==> config.mk <==
export PLATFORM = sky130hd
export DESIGN_NAME = acld_core
export DESIGN_NICKNAME = d
export VERILOG_FILES = /design/src/core/acld_sync.v /design/src/core/acld_timer.v /design/src/core/acld_core.v
export VERILOG_INCLUDE_DIRS = /design/src /design/src/core
export SDC_FILE = /design/constraint.sdc
export NUM_CORES = 1
export LEC_CHECK = 0
export BUFFER_PORTS_ARGS = -buffer_cell sky130_fd_sc_hd__buf_4
export CAP_MARGIN = 10
export CORE_ASPECT_RATIO = 0.9
export CORE_MARGIN = 2
export CORE_UTILIZATION = 40
export CTS_CLUSTER_DIAMETER = 100
export DETAILED_ROUTE_END_ITERATION = 16
export GPL_TIMING_DRIVEN = 0
export PLACE_DENSITY_LB_ADDON = 0.15
export SLEW_MARGIN = 0
export SYNTH_ARGS = -nofsm -noshare
export SYNTH_HDL_FRONTEND = slang
export SYNTH_SLANG_ARGS = --single-unit
==> constraint.sdc <==
create_clock -name pclk -period 2.1 [get_ports pclk]
set_input_delay 0.42 -clock pclk [delete_from_list [all_inputs] [get_ports pclk]]
set_output_delay 0.42 -clock pclk [all_outputs]
set_load 0.1 [all_outputs]
==> src/core/acld_map.vh <==
// constants for the ac link detect and inactive lane block
// ----------------------------------------------------------------------------
// Functional notes
// RQ1 - control lane undriven with AC support: wait 700us after power good, flag, detect
// RQ2 - enter AC detect only when DC detection found no partner
// RQ3 - in AC detect ramp transmit PLL to 1200MHz, receiver AC terminated
// RQ4 - while reset asserted in AC detect all transmitters ground terminated
// RQ5 - after reset release pull up only true pad of data lane 0
// RQ6 - observe lane 0 ramp for less than 13ms after reset release
// RQ7 - decide detection between 13 and 13.1ms after reset release
// RQ8 - slow ramp means receiver found: set retry enable
// RQ9 - on detection data lanes 7:0 and control idle, clock lane active
// RQ10 - on detection set coding, scrambler and de-emphasis enables
// RQ11 - transmitter enters training 0 once clock lane is at 1200MHz
// RQ12 - receiver enters training 0 at 13.2ms if receiver ready
// RQ13 - no receiver: set fail, end of chain, tx off; power down
// RQ14 - pads not at threshold within 13ms: treat as no receiver
// RQ15 - second sample point between active and disabled receiver ramp times
// RQ16 - termination valid before reset release; clock at 1200MHz by 13.1ms
// RQ17 - host must not disturb link until operational; 22ms timer advised
// RQ18 - software may time out and set transmitter off
// RQ19 - link stop with settings 00,10,11/01: freeze data eye within 100ns
// RQ20 - settings 10 or 11/01: keep scrambled data 200 to 300ns
// RQ21 - lanes disconnected by link stop return to inactive after training
// RQ22 - refresh command moves inactive lanes below width to refresh
// RQ23 - after width increase: reset to warm reset, link stop to disconnected
// RQ24 - ungangable-less 16 bit AC device sends pattern one on upper lanes
// RQ25 - crossing after first sample point means receiver present (code counts it present only up to the second sample point, T_SMP2)
// ----------------------------------------------------------------------------
`ifndef ACLD_MAP_VH
`define ACLD_MAP_VH
// apb register offsets
`define ACLD_REG_CTRL      12'h000
`define ACLD_REG_STATUS    12'h004
`define ACLD_REG_INACTIVE  12'h008
// control register fields
`define ACLD_CTRL_TRANSMITTER_OFF    0
`define ACLD_CTRL_ACSUP    1
`define ACLD_CTRL_NOUNG    2
`define ACLD_CTRL_SLEEP_SELECT    4
`define ACLD_CTRL_INLN     6
`define ACLD_CTRL_WIDTH    8
`define ACLD_CTRL_RESET    32'h0000_0002
// times in ns and cycle counts at 5 ns
`define ACLD_PCLK_NS       5
`define ACLD_T_POWER_GOOD_NS    700000
`define ACLD_T_SAMPLE1_NS  18000
`define ACLD_T_SAMPLE2_NS  750000
`define ACLD_T_OBSERVE_NS  13000000
`define ACLD_T_DECIDE_NS   13050000
`define ACLD_T_RXT0_NS     13200000
`define ACLD_T_FREEZE_NS   100
`define ACLD_T_SCRMIN_NS   200
`define ACLD_T_SCRMAX_NS   300
`define ACLD_CYC(ns)       (((ns) + `ACLD_PCLK_NS - 1) / `ACLD_PCLK_NS)
`endif

==> src/core/acld_sync.v <==
// two flop synchroniser for a level from another domain
`timescale 1ns/1ps
module acld_sync (
  // clock and reset
  input  wire pclk,
  input  wire presetn,
  // level
  input  wire d,
  output reg  q
);
  reg meta;
  always @(posedge pclk or negedge presetn) begin
    if (!presetn) begin
      meta <= 1'b0;
      q    <= 1'b0;
    end else begin
      meta <= d;
      q    <= meta;
    end
  end
endmodule // acld_sync

==> src/core/acld_timer.v <==
// saturating cycle counter restarted by a pulse
`timescale 1ns/1ps
module acld_timer (
  // clock and reset
  input  wire        pclk,
  input  wire        presetn,
  // control
  input  wire        restart,
  input  wire        run,
  output reg  [23:0] count
);
  always @(posedge pclk or negedge presetn) begin
    if (!presetn)
      count <= 24'h000000;
    else if (restart)
      count <= 24'h000000;
    else if (run && count != 24'hFFFFFF)
      count <= count + 24'h000001;
  end
endmodule // acld_timer

==> src/core/acld_core.v <==
// ac link detect and inactive lane controller with apb registers
`timescale 1ns/1ps
`include "acld_map.vh"
module acld_core #(
  parameter T_POWER_GOOD  = `ACLD_CYC(`ACLD_T_POWER_GOOD_NS),
  parameter T_SMP1   = `ACLD_CYC(`ACLD_T_SAMPLE1_NS),
  parameter T_SMP2   = `ACLD_CYC(`ACLD_T_SAMPLE2_NS),
  parameter T_OBS    = `ACLD_T_OBSERVE_NS / `ACLD_PCLK_NS,
  parameter T_DECIDE = `ACLD_CYC(`ACLD_T_DECIDE_NS),
  parameter T_RXT0   = `ACLD_CYC(`ACLD_T_RXT0_NS)
) (
  // apb
  input  wire        pclk,
  input  wire        presetn,
  input  wire        psel,
  input  wire        penable,
  input  wire        pwrite,
  input  wire [11:0] paddr,
  input  wire [31:0] pwdata,
  output reg  [31:0] prdata,
  output wire        pready,
  output wire        pslverr,
  // link side inputs
  input  wire        power_good,
  input  wire        link_reset_n,
  input  wire        link_stop_request_n,
  input  wire        link_clk,
  input  wire        dc_detect_failed,
  input  wire        ctl_driven,
  input  wire        pad_above_threshold,
  input  wire        pll_locked_1200,
  input  wire        rx_ready,
  input  wire        training_done,
  input  wire        refresh_active,
  input  wire        width_increased,
  // lane controls
  output reg         pll_ramp_1200,
  output reg         rx_ac_termination,
  output reg         tx_ground_terminated,
  output reg         tx_detect_pullup,
  output reg         tx_electrical_idle,
  output reg         tx_active_drive,
  output reg         tx_training0,
  output reg         rx_training0,
  output reg         powered_down_state,
  // inactive lane controls
  output reg  [1:0]  inactive_state,
  output reg         rx_eye_freeze,
  output reg         tx_scrambled_data,
  output reg         training_pattern_one,
  output reg         warm_reset_request
);
  // --------------------------------------------------------------------------
  // states
  // --------------------------------------------------------------------------
  localparam S_IDLE   = 3'd0;
  localparam S_WAIT   = 3'd1;
  localparam S_RESET  = 3'd2;
  localparam S_RAMP   = 3'd3;
  localparam S_FOUND  = 3'd4;
  localparam S_TRAIN  = 3'd5;
  localparam S_OFF    = 3'd6;
  localparam L_INACT  = 2'd0;
  localparam L_DISC   = 2'd1;
  localparam L_REFR   = 2'd2;
  localparam L_WARM   = 2'd3;
  localparam [8:0] T_SCRL = `ACLD_CYC(`ACLD_T_SCRMIN_NS);

  // --------------------------------------------------------------------------
  // synchronisers
  // --------------------------------------------------------------------------
  wire s_pg, s_rst_n, s_stop_n, s_lclk, s_pad, s_ctl;
  acld_sync u_s0 (.pclk(pclk), .presetn(presetn), .d(power_good),          .q(s_pg));
  acld_sync u_s1 (.pclk(pclk), .presetn(presetn), .d(link_reset_n),        .q(s_rst_n));
  acld_sync u_s2 (.pclk(pclk), .presetn(presetn), .d(link_stop_request_n), .q(s_stop_n));
  acld_sync u_s3 (.pclk(pclk), .presetn(presetn), .d(link_clk),            .q(s_lclk));
  acld_sync u_s4 (.pclk(pclk), .presetn(presetn), .d(pad_above_threshold), .q(s_pad));
  acld_sync u_s5 (.pclk(pclk), .presetn(presetn), .d(ctl_driven),          .q(s_ctl));

  // link clock edge counter shows that the link clock runs
  reg       lclk_d;
  reg [7:0] lclk_edges;
  always @(posedge pclk or negedge presetn) begin
    if (!presetn) begin
      lclk_d     <= 1'b0;
      lclk_edges <= 8'h00;
    end else begin
      lclk_d <= s_lclk;
      if (s_lclk && !lclk_d)
        lclk_edges <= lclk_edges + 8'h01;
    end
  end

  // --------------------------------------------------------------------------
  // registers
  // --------------------------------------------------------------------------
  reg  [31:0] ctrl;
  reg         ac_flag, retry_enable, coding_enable, scrambler_enable, deemphasis_enable;
  reg         link_fail_flag, end_of_chain;
  reg         tx_off_set;
  reg  [2:0]  state;
  wire        wr = psel && penable && pwrite;
  wire        transmitter_off = ctrl[`ACLD_CTRL_TRANSMITTER_OFF];
  wire        ac_supported    = ctrl[`ACLD_CTRL_ACSUP];
  wire        no_unganging    = ctrl[`ACLD_CTRL_NOUNG];
  wire [1:0]  sleep_select    = ctrl[`ACLD_CTRL_SLEEP_SELECT+1:`ACLD_CTRL_SLEEP_SELECT];
  wire [1:0]  inactive_lane_setting = ctrl[`ACLD_CTRL_INLN+1:`ACLD_CTRL_INLN];
  wire [1:0]  link_width_setting    = ctrl[`ACLD_CTRL_WIDTH+1:`ACLD_CTRL_WIDTH];

  assign pready  = 1'b1;
  assign pslverr = 1'b0;

  always @(posedge pclk or negedge presetn) begin
    if (!presetn)
      ctrl <= `ACLD_CTRL_RESET;
    else begin
      if (wr && paddr == `ACLD_REG_CTRL)
        ctrl <= pwdata;
      if (tx_off_set)
        ctrl[`ACLD_CTRL_TRANSMITTER_OFF] <= 1'b1; // [RQ13]
    end
  end

  always @* begin
    case (paddr)
      `ACLD_REG_CTRL:     prdata = ctrl;
      `ACLD_REG_STATUS:   prdata = {16'h0000, lclk_edges, 1'b0, state, link_fail_flag,
                                    end_of_chain, retry_enable, ac_flag};
      `ACLD_REG_INACTIVE: prdata = {24'h000000, 1'b0, deemphasis_enable, scrambler_enable,
                                    coding_enable, 2'b00, inactive_state};
      default:            prdata = 32'h0000_0000;
    endcase
  end

  // --------------------------------------------------------------------------
  // ac detect sequence
  // --------------------------------------------------------------------------
  reg         early_cross, crossed;
  wire [23:0] tcount;
  wire        restart = (state == S_RESET && s_rst_n) || (state == S_IDLE && s_pg);
  acld_timer u_tmr (.pclk(pclk), .presetn(presetn), .restart(restart),
                    .run(1'b1), .count(tcount));

  always @(posedge pclk or negedge presetn) begin
    if (!presetn) begin
      state <= S_IDLE;
      ac_flag <= 1'b0;
      retry_enable <= 1'b0;
      coding_enable <= 1'b0;
      scrambler_enable <= 1'b0;
      deemphasis_enable <= 1'b0;
      link_fail_flag <= 1'b0;
      end_of_chain <= 1'b0;
      tx_off_set <= 1'b0;
      early_cross <= 1'b0;
      crossed <= 1'b0;
      tx_training0 <= 1'b0;
      rx_training0 <= 1'b0;
    end else begin
      tx_off_set <= 1'b0;
      if (!s_pg)
        state <= S_IDLE;
      else if (transmitter_off && state != S_IDLE)
        state <= S_OFF;
      else
        case (state)
          S_IDLE: if (dc_detect_failed && !s_ctl && ac_supported) state <= S_WAIT; // [RQ2]
          S_WAIT: if (tcount >= T_POWER_GOOD) begin // [RQ1]
            ac_flag <= 1'b1;
            state <= S_RESET;
          end
          S_RESET: if (s_rst_n) begin
            early_cross <= 1'b0;
            crossed <= 1'b0;
            state <= S_RAMP;
          end
          S_RAMP: begin
            if (s_pad && !crossed) begin
              crossed <= 1'b1;
              if (tcount < T_SMP1) early_cross <= 1'b1; // [RQ25]
              if (tcount > T_SMP2) early_cross <= 1'b1; // [RQ15]
            end
            if (tcount >= T_DECIDE) begin // [RQ7]
              if (crossed && !early_cross && tcount >= T_OBS) begin // [RQ6] [RQ14]
                retry_enable <= 1'b1; // [RQ8]
                coding_enable <= 1'b1; // [RQ10]
                scrambler_enable <= 1'b1;
                deemphasis_enable <= 1'b1;
                state <= S_FOUND;
              end else begin
                link_fail_flag <= 1'b1; // [RQ13]
                end_of_chain <= 1'b1;
                tx_off_set <= 1'b1;
                state <= S_OFF;
              end
            end
          end
          S_FOUND: begin
            if (pll_locked_1200) tx_training0 <= 1'b1; // [RQ11] [RQ16]
            if (tcount >= T_RXT0 && rx_ready) rx_training0 <= 1'b1; // [RQ12]
            if (tx_training0 && rx_training0) state <= S_TRAIN;
          end
          S_TRAIN: state <= S_TRAIN;
          S_OFF:   if (!transmitter_off) state <= S_IDLE;
          default: state <= S_IDLE;
        endcase
    end
  end

  // --------------------------------------------------------------------------
  // pad mode decode
  // --------------------------------------------------------------------------
  reg         next_pll_ramp;
  reg         next_rx_term;
  reg         next_gnd_term;
  reg         next_pullup;
  reg         next_tx_idle;
  reg         next_tx_drive;
  reg         next_power_down;
  // one row per state keeps pull-up and ground termination exclusive
  always @* begin
    next_pll_ramp   = 1'b0;
    next_rx_term    = 1'b0;
    next_gnd_term   = 1'b0;
    next_pullup     = 1'b0;
    next_tx_idle    = 1'b0;
    next_tx_drive   = 1'b0;
    next_power_down = 1'b0;
    case (state)
      S_IDLE: begin
        next_gnd_term = 1'b1;
      end
      S_WAIT: begin
        next_pll_ramp = 1'b1; // [RQ3]
        next_rx_term  = 1'b1; // [RQ16]
        next_gnd_term = 1'b1;
      end
      S_RESET: begin
        next_pll_ramp = 1'b1; // [RQ3]
        next_rx_term  = 1'b1; // [RQ3] [RQ16]
        next_gnd_term = 1'b1; // [RQ4]
      end
      S_RAMP: begin
        next_pll_ramp = 1'b1;
        next_rx_term  = 1'b1;
        next_pullup   = 1'b1; // [RQ5]
      end
      S_FOUND: begin
        next_pll_ramp = 1'b1;
        next_rx_term  = 1'b1;
        next_tx_idle  = 1'b1; // [RQ9]
        next_tx_drive = 1'b1; // [RQ9]
      end
      S_TRAIN: begin
        next_pll_ramp = 1'b1;
        next_rx_term  = 1'b1;
        next_tx_drive = 1'b1;
      end
      S_OFF: begin
        next_rx_term    = 1'b1;
        next_gnd_term   = 1'b1;
        next_power_down = 1'b1; // [RQ13]
      end
      default: begin
        next_rx_term  = 1'b1;
        next_gnd_term = 1'b1;
      end
    endcase
  end

  // pad modes are registered copies of the decode
  always @(posedge pclk or negedge presetn) begin
    if (!presetn) begin
      pll_ramp_1200 <= 1'b0;
      rx_ac_termination <= 1'b0;
      tx_ground_terminated <= 1'b1;
      tx_detect_pullup <= 1'b0;
      tx_electrical_idle <= 1'b0;
      tx_active_drive <= 1'b0;
      powered_down_state <= 1'b0;
    end else begin
      pll_ramp_1200 <= next_pll_ramp;
      rx_ac_termination <= next_rx_term;
      tx_ground_terminated <= next_gnd_term;
      tx_detect_pullup <= next_pullup;
      tx_electrical_idle <= next_tx_idle;
      tx_active_drive <= next_tx_drive;
      powered_down_state <= next_power_down;
    end
  end

  // --------------------------------------------------------------------------
  // inactive lanes
  // --------------------------------------------------------------------------
  wire       freeze_case = (inactive_lane_setting == 2'b00) || (inactive_lane_setting == 2'b10)
                           || (inactive_lane_setting == 2'b11 && sleep_select == 2'b01);
  wire       scr_case    = (inactive_lane_setting == 2'b10)
                           || (inactive_lane_setting == 2'b11 && sleep_select == 2'b01);
  reg  [8:0] stop_cnt;
  reg        stop_d;
  reg        stop_seen;
  // the synchroniser resets low, so a stop counts only once the pin has read idle high
  wire       stop_act  = !s_stop_n && stop_seen;
  wire       stop_edge = stop_act && !stop_d;
  always @(posedge pclk or negedge presetn) begin
    if (!presetn) begin
      inactive_state <= L_INACT;
      rx_eye_freeze <= 1'b0;
      tx_scrambled_data <= 1'b0;
      training_pattern_one <= 1'b0;
      warm_reset_request <= 1'b0;
      stop_cnt <= 9'h000;
      stop_d <= 1'b0;
      stop_seen <= 1'b0;
    end else begin
      stop_d <= stop_act;
      if (s_stop_n)
        stop_seen <= 1'b1;
      if (!stop_act)
        stop_cnt <= 9'h000;
      else if (stop_cnt != 9'h1FF)
        stop_cnt <= stop_cnt + 9'h001;
      // the eye stays frozen for as long as the stop lasts
      rx_eye_freeze <= stop_act && freeze_case; // [RQ19]
      tx_scrambled_data <= (stop_act && scr_case && stop_cnt < T_SCRL)
                           || (!stop_act && inactive_state == L_INACT); // [RQ20]
      training_pattern_one <= no_unganging && ac_flag && inactive_lane_setting == 2'b10
                              && inactive_state == L_INACT; // [RQ24]
      warm_reset_request <= 1'b0;
      case (inactive_state)
        L_INACT: begin
          if (stop_edge && (freeze_case || width_increased))
            inactive_state <= L_DISC; // [RQ23]
          else if (width_increased && !s_rst_n) begin
            inactive_state <= L_WARM; // [RQ23]
            warm_reset_request <= 1'b1;
          end else if (refresh_active && link_width_setting != 2'b00)
            inactive_state <= L_REFR; // [RQ22]
        end
        L_DISC:  if (training_done) inactive_state <= L_INACT; // [RQ21]
        L_REFR:  if (!refresh_active) inactive_state <= L_INACT; // [RQ22]
        L_WARM:  if (s_rst_n) inactive_state <= L_INACT;
        default: inactive_state <= L_INACT;
      endcase
    end
  end
endmodule // acld_core

==> metrics.md, run 1 <==
| Metric | Value |
|---|---|
| Worst Setup Start Kind | `input pin` |
| Violated checks | `setup timing` |
| Element type at the critical path end | `output port` |
| Proportion of layout cells with a drive suffix above 1 | `38.1%` |
| Antenna violations before repair | `0` |
| Core region area | `0.0140 mm²` |
| TritonCTS sink count | `112` |
| Total global routing overflow | `0` |
| Total inserted antenna cells | `0` |
| Count of synthesis-stage warnings from yosys | `0` |
| Mean routed wirelength per cell | `17.0 µm` |
| Time the final worst path needs with I/O delays and setup | `2.15 ns` |
| Setup Crit Path Kind | `in -> out` |
| Starting DRC count in detailed routing | `355` |
| Number of hold violations in the final report | `0` |
| Setup violators final | `25` |
| Fillers | `1217` |
| Maximum number of pins on one net before global-route repair | `70` |
| Sequential element share of the synthesized area | `49.5%` |
| Reg-to-reg critical path endpoint | `u_tmr.count[2]` |
| Final setup slack of the worst path | `-0.0458 ns` |
| Fraction of the mapped netlist area in adder cells | `1.77%` |
| CP endpoint | `prdata[7]` |
| Result of the run | `complete, but fails checks` |
| Hold Crit Class | `in -> reg` |
| Top FF cell, synth | `dfrtp_1` |
| Average instance area after synthesis | `10.5 µm²` |
| DRT Wirelength | `14800 µm` |
| Yosys top cell by area | `dfrtp_1` |
| TritonCTS buffer count | `9` |
| DRC Markers | `0` |
| Gp weighted congestion | `0.888` |
| Port Buffer Count | `106` |
| DIE AREA | `0.0151 mm²` |
| Top-Level Pins | `110` |
| RSZ-0062 raised after global routing | `yes` |
| Crit path arrival time | `1.73 ns` |
| Post-Synth XOR/XNOR Area | `3.25%` |
| Detailed-placement wirelength estimate | `10500 µm` |
| Total standard cell area after synthesis | `0.00567 mm²` |
| ANT nets after route | `0` |
| Final worst path period share | `102%` |
| Area growth syn-to-layout | `40.1%` |
| Height of the chip | `117 µm` |
| Summed negative setup slack over all endpoints | `-0.757 ns` |
| Worst-path clk slew | `0.07 ns` |
| Syn Nets | `610` |
| Clock network latency to the later pin of the worst-skew pair | `0.36 ns` |
| H-tree depth reported by CTS | `3` |
| Master cell of the clock root buffer | `clkbuf_16` |
| Compound-Gate Fraction of Synth Area | `11.2%` |
| Worst path required time | `1.68 ns` |
| Leakage dissipation | `3.68 nW` |
| Overall Power | `5.97 mW` |
| Slew headroom | `39.1%` |
| Utilization of the core after routing | `56.9%` |
| Count of hold buffers inserted by post-cts repair | `0` |
| # rows | `41` |
| Buffer levels on the longest clock path | `2` |
| Highest net fanout along the worst path | `5` |
| Biggest area contributors in the synthesized netlist | `dfrtp_1 49%, mux2_2 6.2%, mux2i_1 3.5%` |
| Multiplexer fraction of the synthesized cell area | `9.70%` |
| Number of nets in the final layout | `744` |
| Worst-Margin Slew | `0.914 ns` |
| DR vias/cell | `5.26` |
| Via count of the first global-routing pass | `4403` |
| EDFF count, synth | `0` |
| Initial Util | `40.6%` |
| Startpoint of the worst setup timing path | `paddr[0]` |
| DR vias | `4589` |
| Place WS | `-0.745 ns` |
| R2r setup slk | `0.11 ns` |
| Number of max-cap violations | `0` |
| Total power density per cell area | `752 mW/mm²` |
| Share of the synthesized area in the top cell type | `48.6%` |
| Final Skew | `0.00603 ns` |
| Post-synthesis register bit count | `112` |
| Worst vdd rail ir drop | `0.703 mV` |
| Largest family of logic cells by synthesized area | `simple AND/OR/NAND/NOR gates` |
| Overall track demand over capacity in global routing | `20.1%` |
| Number of unique standard cell types used by synthesis | `70` |
| First-pass iteration count of the detailed router | `4` |
| Global-route wire length before repair | `23200 µm` |
| Highest clock frequency the design can meet | `466 MHz` |
| Post-synthesis share of cell area spent on and, or, nand and nor gates | `20.0%` |
| Async set-reset flop share out of synthesis | `100%` |
| Register-to-Register Path Depth | `7` |
| Critical register-to-register path startpoint | `u_tmr.count[14]` |
| Clock tree from TritonCTS | `built` |
| Die X-Extent | `129 µm` |
| Synthesized instance count | `541` |
| Slew Limit Fails | `0` |
-- how the worst min path moves through the flow --
stage | startpoint | endpoint | cells after the start
floorplan | presetn | ac_flag | 0
global placement | u_s5.meta | u_s5.q | 0
detailed placement | u_s4.meta | u_s4.q | 0
CTS | link_stop_request_n | u_s2.meta | 1
global route | link_reset_n | u_s1.meta | 1
finish | link_stop_request_n | u_s2.meta | 1
-- report_power, final --
part | total (mW) | internal [mW] | switching [mW]
clock | 1.69 | 0.926 | 0.762
sequential | 2.61 | 2.38 | 0.236
combinational | 1.67 | 0.509 | 1.16
-- per-stage QoR --
stage	std cells	cell area [µm²]	hold slack (ns)
after floorplan	541	5920	0.124
after global placement	840	6960	0.335
after global routing	873	7940	0.150
after CTS	870	7850	0.152
after detailed placement	841	6980	0.336
final	873	7940	0.169
-- routing by layer --
layer	track usage, %	up-vias	part of all wire, %
met3	4.23	10	4.7
met4	5.81	0	1.1
met1	27.8	2269	46
met2	32.2	112	48
met5	0	-	0
li1	-	2198	-
-- worst max-delay path: stages --
cell and delay, ns:
buf_4 0.12, nor4_4 0.32, nand4b_4 0.18, nor2_4 0.19, clkbuf_8 0.18, and2_4 0.15
buf_12 0.17
-- flip-flops by register name (all words and copies together) (netlist names), 2 cells and up --
register and flops:
ctrl 32, u_tmr.count 24, stop_cnt 9, lclk_edges 8
state 3, inactive_state 2
-- placed cells by master, fill, tap and decap left out, drive strengths merged, types with 3 or more instances in the layout --
cell type  netlist  routed
o41ai            3       3
dfrtp          110     110
o31ai            6       6
inv             17      17
nor2b            4       4
o211ai           5       5
or4              5       5
nand2b           5       5
nand4b           7       7
nand2           30      30
o21bai           4       4
or3             10      10
nand4           13      13
buf             19     141
and3             6       6
a21oi           20      20
nand3b           3       3
nor4             6       6
mux2i           20      20
mux2            31      31
ha               8       8
a21o             3       3
nand3           20      20
xor2            10      10
nor2            50      50
clkbuf          17      31
and2            19      19
and4             3       3
o21ai           24      24
nor3            15      15
xnor2           11      11
-- repair_timing --
item | CTS | global route
endpoints found under the setup margin | 78 | 57
setup buffers | 13 | 5
gates cloned | 2 | 0
pin swaps | 21 | 9
gates resized for setup | 115 | 16
-- synth_stat cells, drive strengths merged (3+ instances only) --
cell / number
dfrtp: 110
nor2: 50
buf: 19
mux2i: 20
or3: 10
o41ai: 3
nand2: 30
o21bai: 4
inv: 17
and4: 3
or4: 5
and3: 6
o211ai: 5
nor4: 6
and2: 19
a21oi: 20
nor3: 15
nand4: 13
xnor2: 11
clkbuf: 17
o21ai: 24
a21o: 3
nand3b: 3
xor2: 10
nand4b: 7
ha: 8
nand2b: 5
nor2b: 4
mux2: 31
o31ai: 6
nand3: 20
-- logic make-up after synthesis --
logic type,count (synthesis)
other cells,2
compound gates,92
flops,112
xor+xnor,21
simple gates,202
buf+inv,53
mux,51
fa+ha+maj,8
-- layout make-up --
class                      instances  area (µm²)  share of cell area [%]
multi-input combinational        376        2900                    36.5
sequential                       112        2810                    35.4
timing repair buffer             127        1430                    18.0
tap                              193         241                    3.04
clock buffer                      13         240                    3.03
buffer                            32         213                    2.68
inverter                          17        63.8                   0.804
clock inverter                     3        42.5                   0.536
Note: power is estimated with default switching activity, not from simulation.
==> run 2: changes to the inputs <==
SYNTH_HIERARCHICAL = 1   (was unset)
==> run 2 against run 1 <==
  * Critical path depth grew 1
  * Sequential power shrank 2%
  * The flow still finishes with violations (setup timing)
  * Clock power grew 9%
  * Fmax shrank 2.5%
  * Register-to-register slack lost 0.04 ns
==> metrics.md, run 2 <==
| Metric | Value |
|---|---|
| Global-route wire length before repair | `22500 µm` |
| Overall Power | `6.00 mW` |
| List of most frequent post-synthesis cells | `110 x dfrtp_1, 57 x nor2_1, 32 x mux2_2` |
| # rows | `41` |
| Commonest cells after routing, fill and taps aside | `100 x dfrtp_1, 86 x buf_4, 52 x nor2_1` |
| Slew headroom | `58.8%` |
| DIE AREA | `0.0150 mm²` |
| R2r setup slk | `0.07 ns` |
| Time the final worst path needs with I/O delays and setup | `2.20 ns` |
| Biggest area contributors in the synthesized netlist | `dfrtp_1 49%, mux2_2 6.4%, xnor2_1 4.2%` |
| H-tree depth reported by CTS | `3` |
| Slew Limit Fails | `0` |
| Register-to-Register Path Depth | `6` |
| Switching power as a share of total power | `35.5%` |
| Buffer levels on the longest clock path | `2` |
| EDFF count, synth | `0` |
| Master cell of the clock root buffer | `clkbuf_16` |
| Number of hold violations in the final report | `0` |
| Most frequent standard cell in the layout excluding fill and tap cells | `dfrtp_1` |
| Port Buffer Count | `106` |
| Total inserted antenna cells | `0` |
| Top-Level Pins | `110` |
| Height of the chip | `116 µm` |
| Fillers | `1175` |
| Final worst path period share | `105%` |
| Total power density per cell area | `763 mW/mm²` |
| DRC Markers | `0` |
| Area growth syn-to-layout | `40.4%` |
| Starting DRC count in detailed routing | `291` |
| Leakage dissipation | `3.54 nW` |
| Highest net fanout along the worst path | `7` |
| Maximum number of pins on one net before global-route repair | `67` |
| TritonCTS buffer count | `9` |
| Startpoint of the worst setup timing path | `paddr[9]` |
| Gp weighted congestion | `0.849` |
| Yosys top cell by area | `dfrtp_1` |
| Async set-reset flop share out of synthesis | `100%` |
| Overall track demand over capacity in global routing | `19.1%` |
| Highest clock frequency the design can meet | `454 MHz` |
| Via count of the first global-routing pass | `4366` |
| Synthesized instance count | `532` |
| Setup violators final | `27` |
| Reg-to-reg critical path endpoint | `state[1]` |
| Setup Crit Path Kind | `in -> out` |
| Internal | `3.87 mW` |
| Average instance area after synthesis | `10.5 µm²` |
| Logic gate share of total power | `26.4%` |
| First-pass iteration count of the detailed router | `5` |
| Count of synthesis-stage warnings from yosys | `6` |
| Max FFs per register | `32` |
| Final design instance area without fill | `0.00786 mm²` |
| Critical register-to-register path startpoint | `u_tmr/count[6]` |
| Result of the run | `complete, but fails checks` |
| Number of unique standard cell types used by synthesis | `69` |
| Crit path arrival time | `1.78 ns` |
| Register share of total power | `42.8%` |
| Total global routing overflow | `0` |
| Share of the synthesized area in the top cell type | `49.1%` |
| Number of nets in the final layout | `734` |
| DR vias/cell | `5.41` |
| Clock network fraction of design power | `30.8%` |
| Worst path required time | `1.68 ns` |
| Count of hold buffers inserted by post-cts repair | `0` |
| Final setup slack of the worst path | `-0.102 ns` |
| ANT nets after route | `0` |
| Clock tree from TritonCTS | `built` |
| Detailed-placement wirelength estimate | `10000 µm` |
| Place WS | `-0.545 ns` |
| Proportion of layout cells with a drive suffix above 1 | `38.6%` |
| Sequential element share of the synthesized area | `50.1%` |
| Clock network latency to the later pin of the worst-skew pair | `0.35 ns` |
| Registers with the most flip-flops | `ctrl x32, u_tmr/count x24, stop_cnt x9` |
| DR vias | `4573` |
| Worst vdd rail ir drop | `0.728 mV` |
| RSZ-0062 raised after global routing | `yes` |
| Element type at the critical path end | `output port` |
| Die X-Extent | `129 µm` |
| Most flops, register | `ctrl` |
| Cell Area, Placed | `0.00687 mm²` |
| Sw Pwr | `2.13 mW` |
| Worst-Margin Slew | `0.618 ns` |
| Hold Crit Class | `in -> async` |
| Top FF cell, synth | `dfrtp_1` |
| Total standard cell area after synthesis | `0.00560 mm²` |
| Antenna violations before repair | `0` |
| Mean routed wirelength per cell | `17.0 µm` |
| Final Skew | `0.00794 ns` |
| DRT Wirelength | `14400 µm` |
| Number of max-cap violations | `0` |
| Most numerous cell in the Yosys netlist | `dfrtp_1` |
| Worst-path clk slew | `0.07 ns` |
| TritonCTS sink count | `112` |
| Core region area | `0.0139 mm²` |
| Worst Setup Start Kind | `input pin` |
| Violated checks | `setup timing` |
| Post-synthesis register bit count | `112` |
| Initial Util | `40.4%` |
==> run 2: cell families after synthesis <==
logic type	count (synthesis)	synth area share, %
compound gates	92	11.5
xor+xnor	32	5.00
fa+ha+maj	4	0.893
buf+inv	37	3.55
flops	112	50.1
mux	39	7.68
other cells	2	0.134
simple gates	214	21.1
==> run 2: final cells by class <==
cell class	count	area [µm²]	share of cell area, %
tap	172	215	2.74
clock inverter	7	95.1	1.21
timing repair buffer	121	1320	16.8
buffer	21	183	2.32
inverter	14	52.6	0.668
clock buffer	9	225	2.86
sequential	112	2820	35.8
multi-input combinational	390	2950	37.6
==> run 2: worst max path at each step <==
| stage | end | slack, ns |
|---|---|---|
| 5_1_grt | prdata[20] | -0.17 |
| 2_1_floorplan | prdata[14] | -0.18 |
| 6_report | prdata[20] | -0.10 |
| 3_3_place_gp | prdata[17] | -0.51 |
| 3_5_place_dp | prdata[17] | -0.55 |
| 4_1_cts | prdata[2] | -0.18 |
==> run 2: repair_timing <==
action,CTS,global route
endpoints found under the hold margin,0,0
gates resized for setup,102,46
buffers inserted,7,5
cloned,1,1
pin swaps,10,21
endpoints found under the setup margin,80,67
==> run 2: critical path, cell delays in order <==
cell       delay (ns)
buf_6            0.10
nor4_4           0.31
nand3_4          0.15
nor3_4           0.14
buf_6            0.18
clkbuf_16        0.16
and2_4           0.15
buf_12           0.17
==> run 2: through the flow <==
stage,instances,hold slack (ns),setup TNS (ns),utilization [%]
global route,846,0.114,-3.92,56.8
finish,846,0.0779,-2.01,56.8
global placement,817,0.333,-28.69,49.4
CTS,841,0.0945,-4.33,55.2
detailed placement,818,0.335,-30.99,49.6
floorplan,539,0.124,-6.14,-
==> run 2: power by group through the flow <==
| stage | combinational (mW) | clock [mW] | sequential [mW] |
|---|---|---|---|
| 6_report | 1.59 | 1.85 | 2.57 |
| 5_1_grt | 1.70 | 2.00 | 2.60 |
| 4_1_cts | 1.57 | 1.90 | 2.56 |
| 3_5_place_dp | 1.58 | 0 | 2.58 |
| 3_3_place_gp | 1.55 | 0 | 2.57 |
| 2_1_floorplan | 0.563 | 0 | 3.10 |
==> run 2: per-layer routing <==
layer	up-vias	GRT usage, %	share of wire [%]
li1	2182	-	-
met1	2265	26.9	46
met2	117	30.0	48
met3	9	5.27	5.3
met4	0	3.99	0.92
met5	-	0	0
==> run 3: changes to the inputs <==
HOLD_SLACK_MARGIN = 0.1   (was unset)
==> run 3 against run 2 <==
  * Setup slack worse by 0.00058 ns
  * Non-clock buffer count up 1
  * Critical path type unchanged
  * Critical path depth unchanged
  * The flow still finishes with violations (setup timing)
  * Clock skew down 0.00056 ns
  * Final cell count up 0.12%
  * Sequential power about the same
==> metrics.md, run 3 (synthesized netlist as in run 2, its figures left out) <==
| Metric | Value |
|---|---|
| Critical register-to-register path startpoint | `u_tmr/count[6]` |
| Hold Crit Class | `in -> reg` |
| Top cell family by delay on the critical path | `simple AND/OR/NAND/NOR gates` |
| Result of the run | `complete, but fails checks` |
| Starting DRC count in detailed routing | `258` |
| Max FFs per register | `32` |
| Cell repeated most along the worst path | `buf_6` |
| Slew headroom | `58.6%` |
| Master cell of the clock root buffer | `clkbuf_16` |
| Crit path arrival time | `1.78 ns` |
| Internal | `3.87 mW` |
| DIE AREA | `0.0150 mm²` |
| Gp weighted congestion | `0.849` |
| TritonCTS buffer count | `9` |
| Proportion of layout cells with a drive suffix above 1 | `38.5%` |
| Critical-path top delay cell | `nor4_4` |
| Final cell count without fillers | `847` |
| Highest clock frequency the design can meet | `454 MHz` |
| DRT Wirelength | `14500 µm` |
| Worst vdd rail ir drop | `0.727 mV` |
| Fillers | `1175` |
| Leakage dissipation | `3.54 nW` |
| Number of max-cap violations | `0` |
| ANT nets after route | `0` |
| Switching power as a share of total power | `35.5%` |
| Worst-Margin Slew | `0.621 ns` |
| Core region area | `0.0139 mm²` |
| Maximum number of pins on one net before global-route repair | `67` |
| Hold Crit Endpoint | `u_s3/meta` |
| Number of hold violations in the final report | `0` |
| Overall track demand over capacity in global routing | `19.2%` |
| Registers with the most flip-flops | `ctrl x32, u_tmr/count x24, stop_cnt x9` |
| TritonCTS sink count | `112` |
| Hold Slack | `0.171 ns` |
| Slew Limit Fails | `0` |
| Worst Setup Start Kind | `input pin` |
| Register-to-Register Path Depth | `6` |
| Port Buffer Count | `106` |
| Total global routing overflow | `0` |
| Setup Crit Path Kind | `in -> out` |
| Final Skew | `0.00737 ns` |
| DRC Markers | `0` |
| Height of the chip | `116 µm` |
| Time the final worst path needs with I/O delays and setup | `2.20 ns` |
| Final worst path period share | `105%` |
| Logic gate share of total power | `26.5%` |
| Overall Power | `6.00 mW` |
| Number of nets in the final layout | `735` |
| Reg-to-reg critical path endpoint | `state[1]` |
| Element type at the critical path end | `output port` |
| Clock network latency to the later pin of the worst-skew pair | `0.35 ns` |
| H-tree depth reported by CTS | `3` |
| Path length in cells of the critical path | `8` |
| Clock tree from TritonCTS | `built` |
| Worst-path clk slew | `0.07 ns` |
| Worst path required time | `1.68 ns` |
| Die X-Extent | `129 µm` |
| Sw Pwr | `2.13 mW` |
| # placed instances | `818` |
| Summed negative setup slack over all endpoints | `-2.03 ns` |
| DR vias | `4580` |
| Cell Area, Placed | `0.00687 mm²` |
| First-pass iteration count of the detailed router | `6` |
| Origin of the worst min-delay path | `link_clk` |
| Utilization of the core after routing | `56.8%` |
| Longest individual stage delay on the worst path | `0.31 ns` |
| Hold Path Cell Cnt | `1` |
| Global-route wire length before repair | `22500 µm` |
| Initial Util | `40.4%` |
| Buffers plus inverters on the worst setup path | `4` |
| Final design instance area without fill | `0.00787 mm²` |
| RSZ-0062 raised after global routing | `yes` |
| Place WS | `-0.545 ns` |
| Highest net fanout along the worst path | `7` |
| Buffer levels on the longest clock path | `2` |
| Mean routed wirelength per cell | `17.1 µm` |
| Setup violators final | `27` |
| Violated checks | `setup timing` |
| Most frequent standard cell in the layout excluding fill and tap cells | `dfrtp_1` |
| Via count of the first global-routing pass | `4372` |
| Clock network fraction of design power | `30.7%` |
| Most flops, register | `ctrl` |
| Antenna violations before repair | `0` |
| Final setup slack of the worst path | `-0.102 ns` |
| Cell-by-cell listing of the critical path | `buf_6, nor4_4, nand3_4, nor3_4, buf_6, clkbuf_16, and2_4, buf_12` |
| Total inserted antenna cells | `0` |
| Top-Level Pins | `110` |
| DR vias/cell | `5.41` |
| Detailed-placement wirelength estimate | `10000 µm` |
| # rows | `41` |
| Register share of total power | `42.8%` |
| Area growth syn-to-layout | `40.6%` |
| Total power density per cell area | `763 mW/mm²` |
| Commonest cells after routing, fill and taps aside | `100 x dfrtp_1, 86 x buf_4, 52 x nor2_1` |
| R2r setup slk | `0.07 ns` |
run 3: cell types whose count changed in the layout (fill, tap and decap cells not counted), sizes merged:
cell         delta
dlygate4sd3     +1
run 3: worst max path at each step:
stage	startpoint	endpoint
final	paddr[9]	prdata[20]
after global routing	paddr[9]	prdata[20]
after CTS	paddr[4]	prdata[2]
after detailed placement	paddr[1]	prdata[17]
after global placement	paddr[1]	prdata[17]
after floorplan	paddr[1]	prdata[14]
run 3: power by group through the flow:
stage	sequential (mW)	combinational [mW]	clock (mW)
finish	2.57	1.59	1.84
global route	2.60	1.70	2.00
CTS	2.56	1.57	1.90
detailed placement	2.58	1.58	0
global placement	2.57	1.55	0
floorplan	3.10	0.563	0
run 3: layer usage:
| metal | share of wire (%) | vias to the layer above | global-route usage (%) |
|---|---|---|---|
| met5 | 0 | - | 0 |
| met4 | 0.57 | 0 | 3.99 |
| met1 | 47 | 2271 | 26.9 |
| met3 | 4.4 | 6 | 5.27 |
| li1 | - | 2185 | - |
| met2 | 48 | 118 | 30.0 |
run 3: area by class of cell:
cell class	count	area, µm²	share of cell area, %
multi-input combinational	390	2950	37.5
sequential	112	2820	35.8
timing repair buffer	122	1330	16.9
clock buffer	9	225	2.86
tap	172	215	2.73
buffer	21	183	2.32
clock inverter	7	95.1	1.21
inverter	14	52.6	0.667
run 3: repair_timing:
item                                   CTS  global route
buffers inserted                         7             5
pin swaps                               10            21
gates resized for setup                102            46
hold buffers                             1             0
endpoints found under the hold margin   17             0
cloned                                   1             1
setup endpoints to repair               80            67
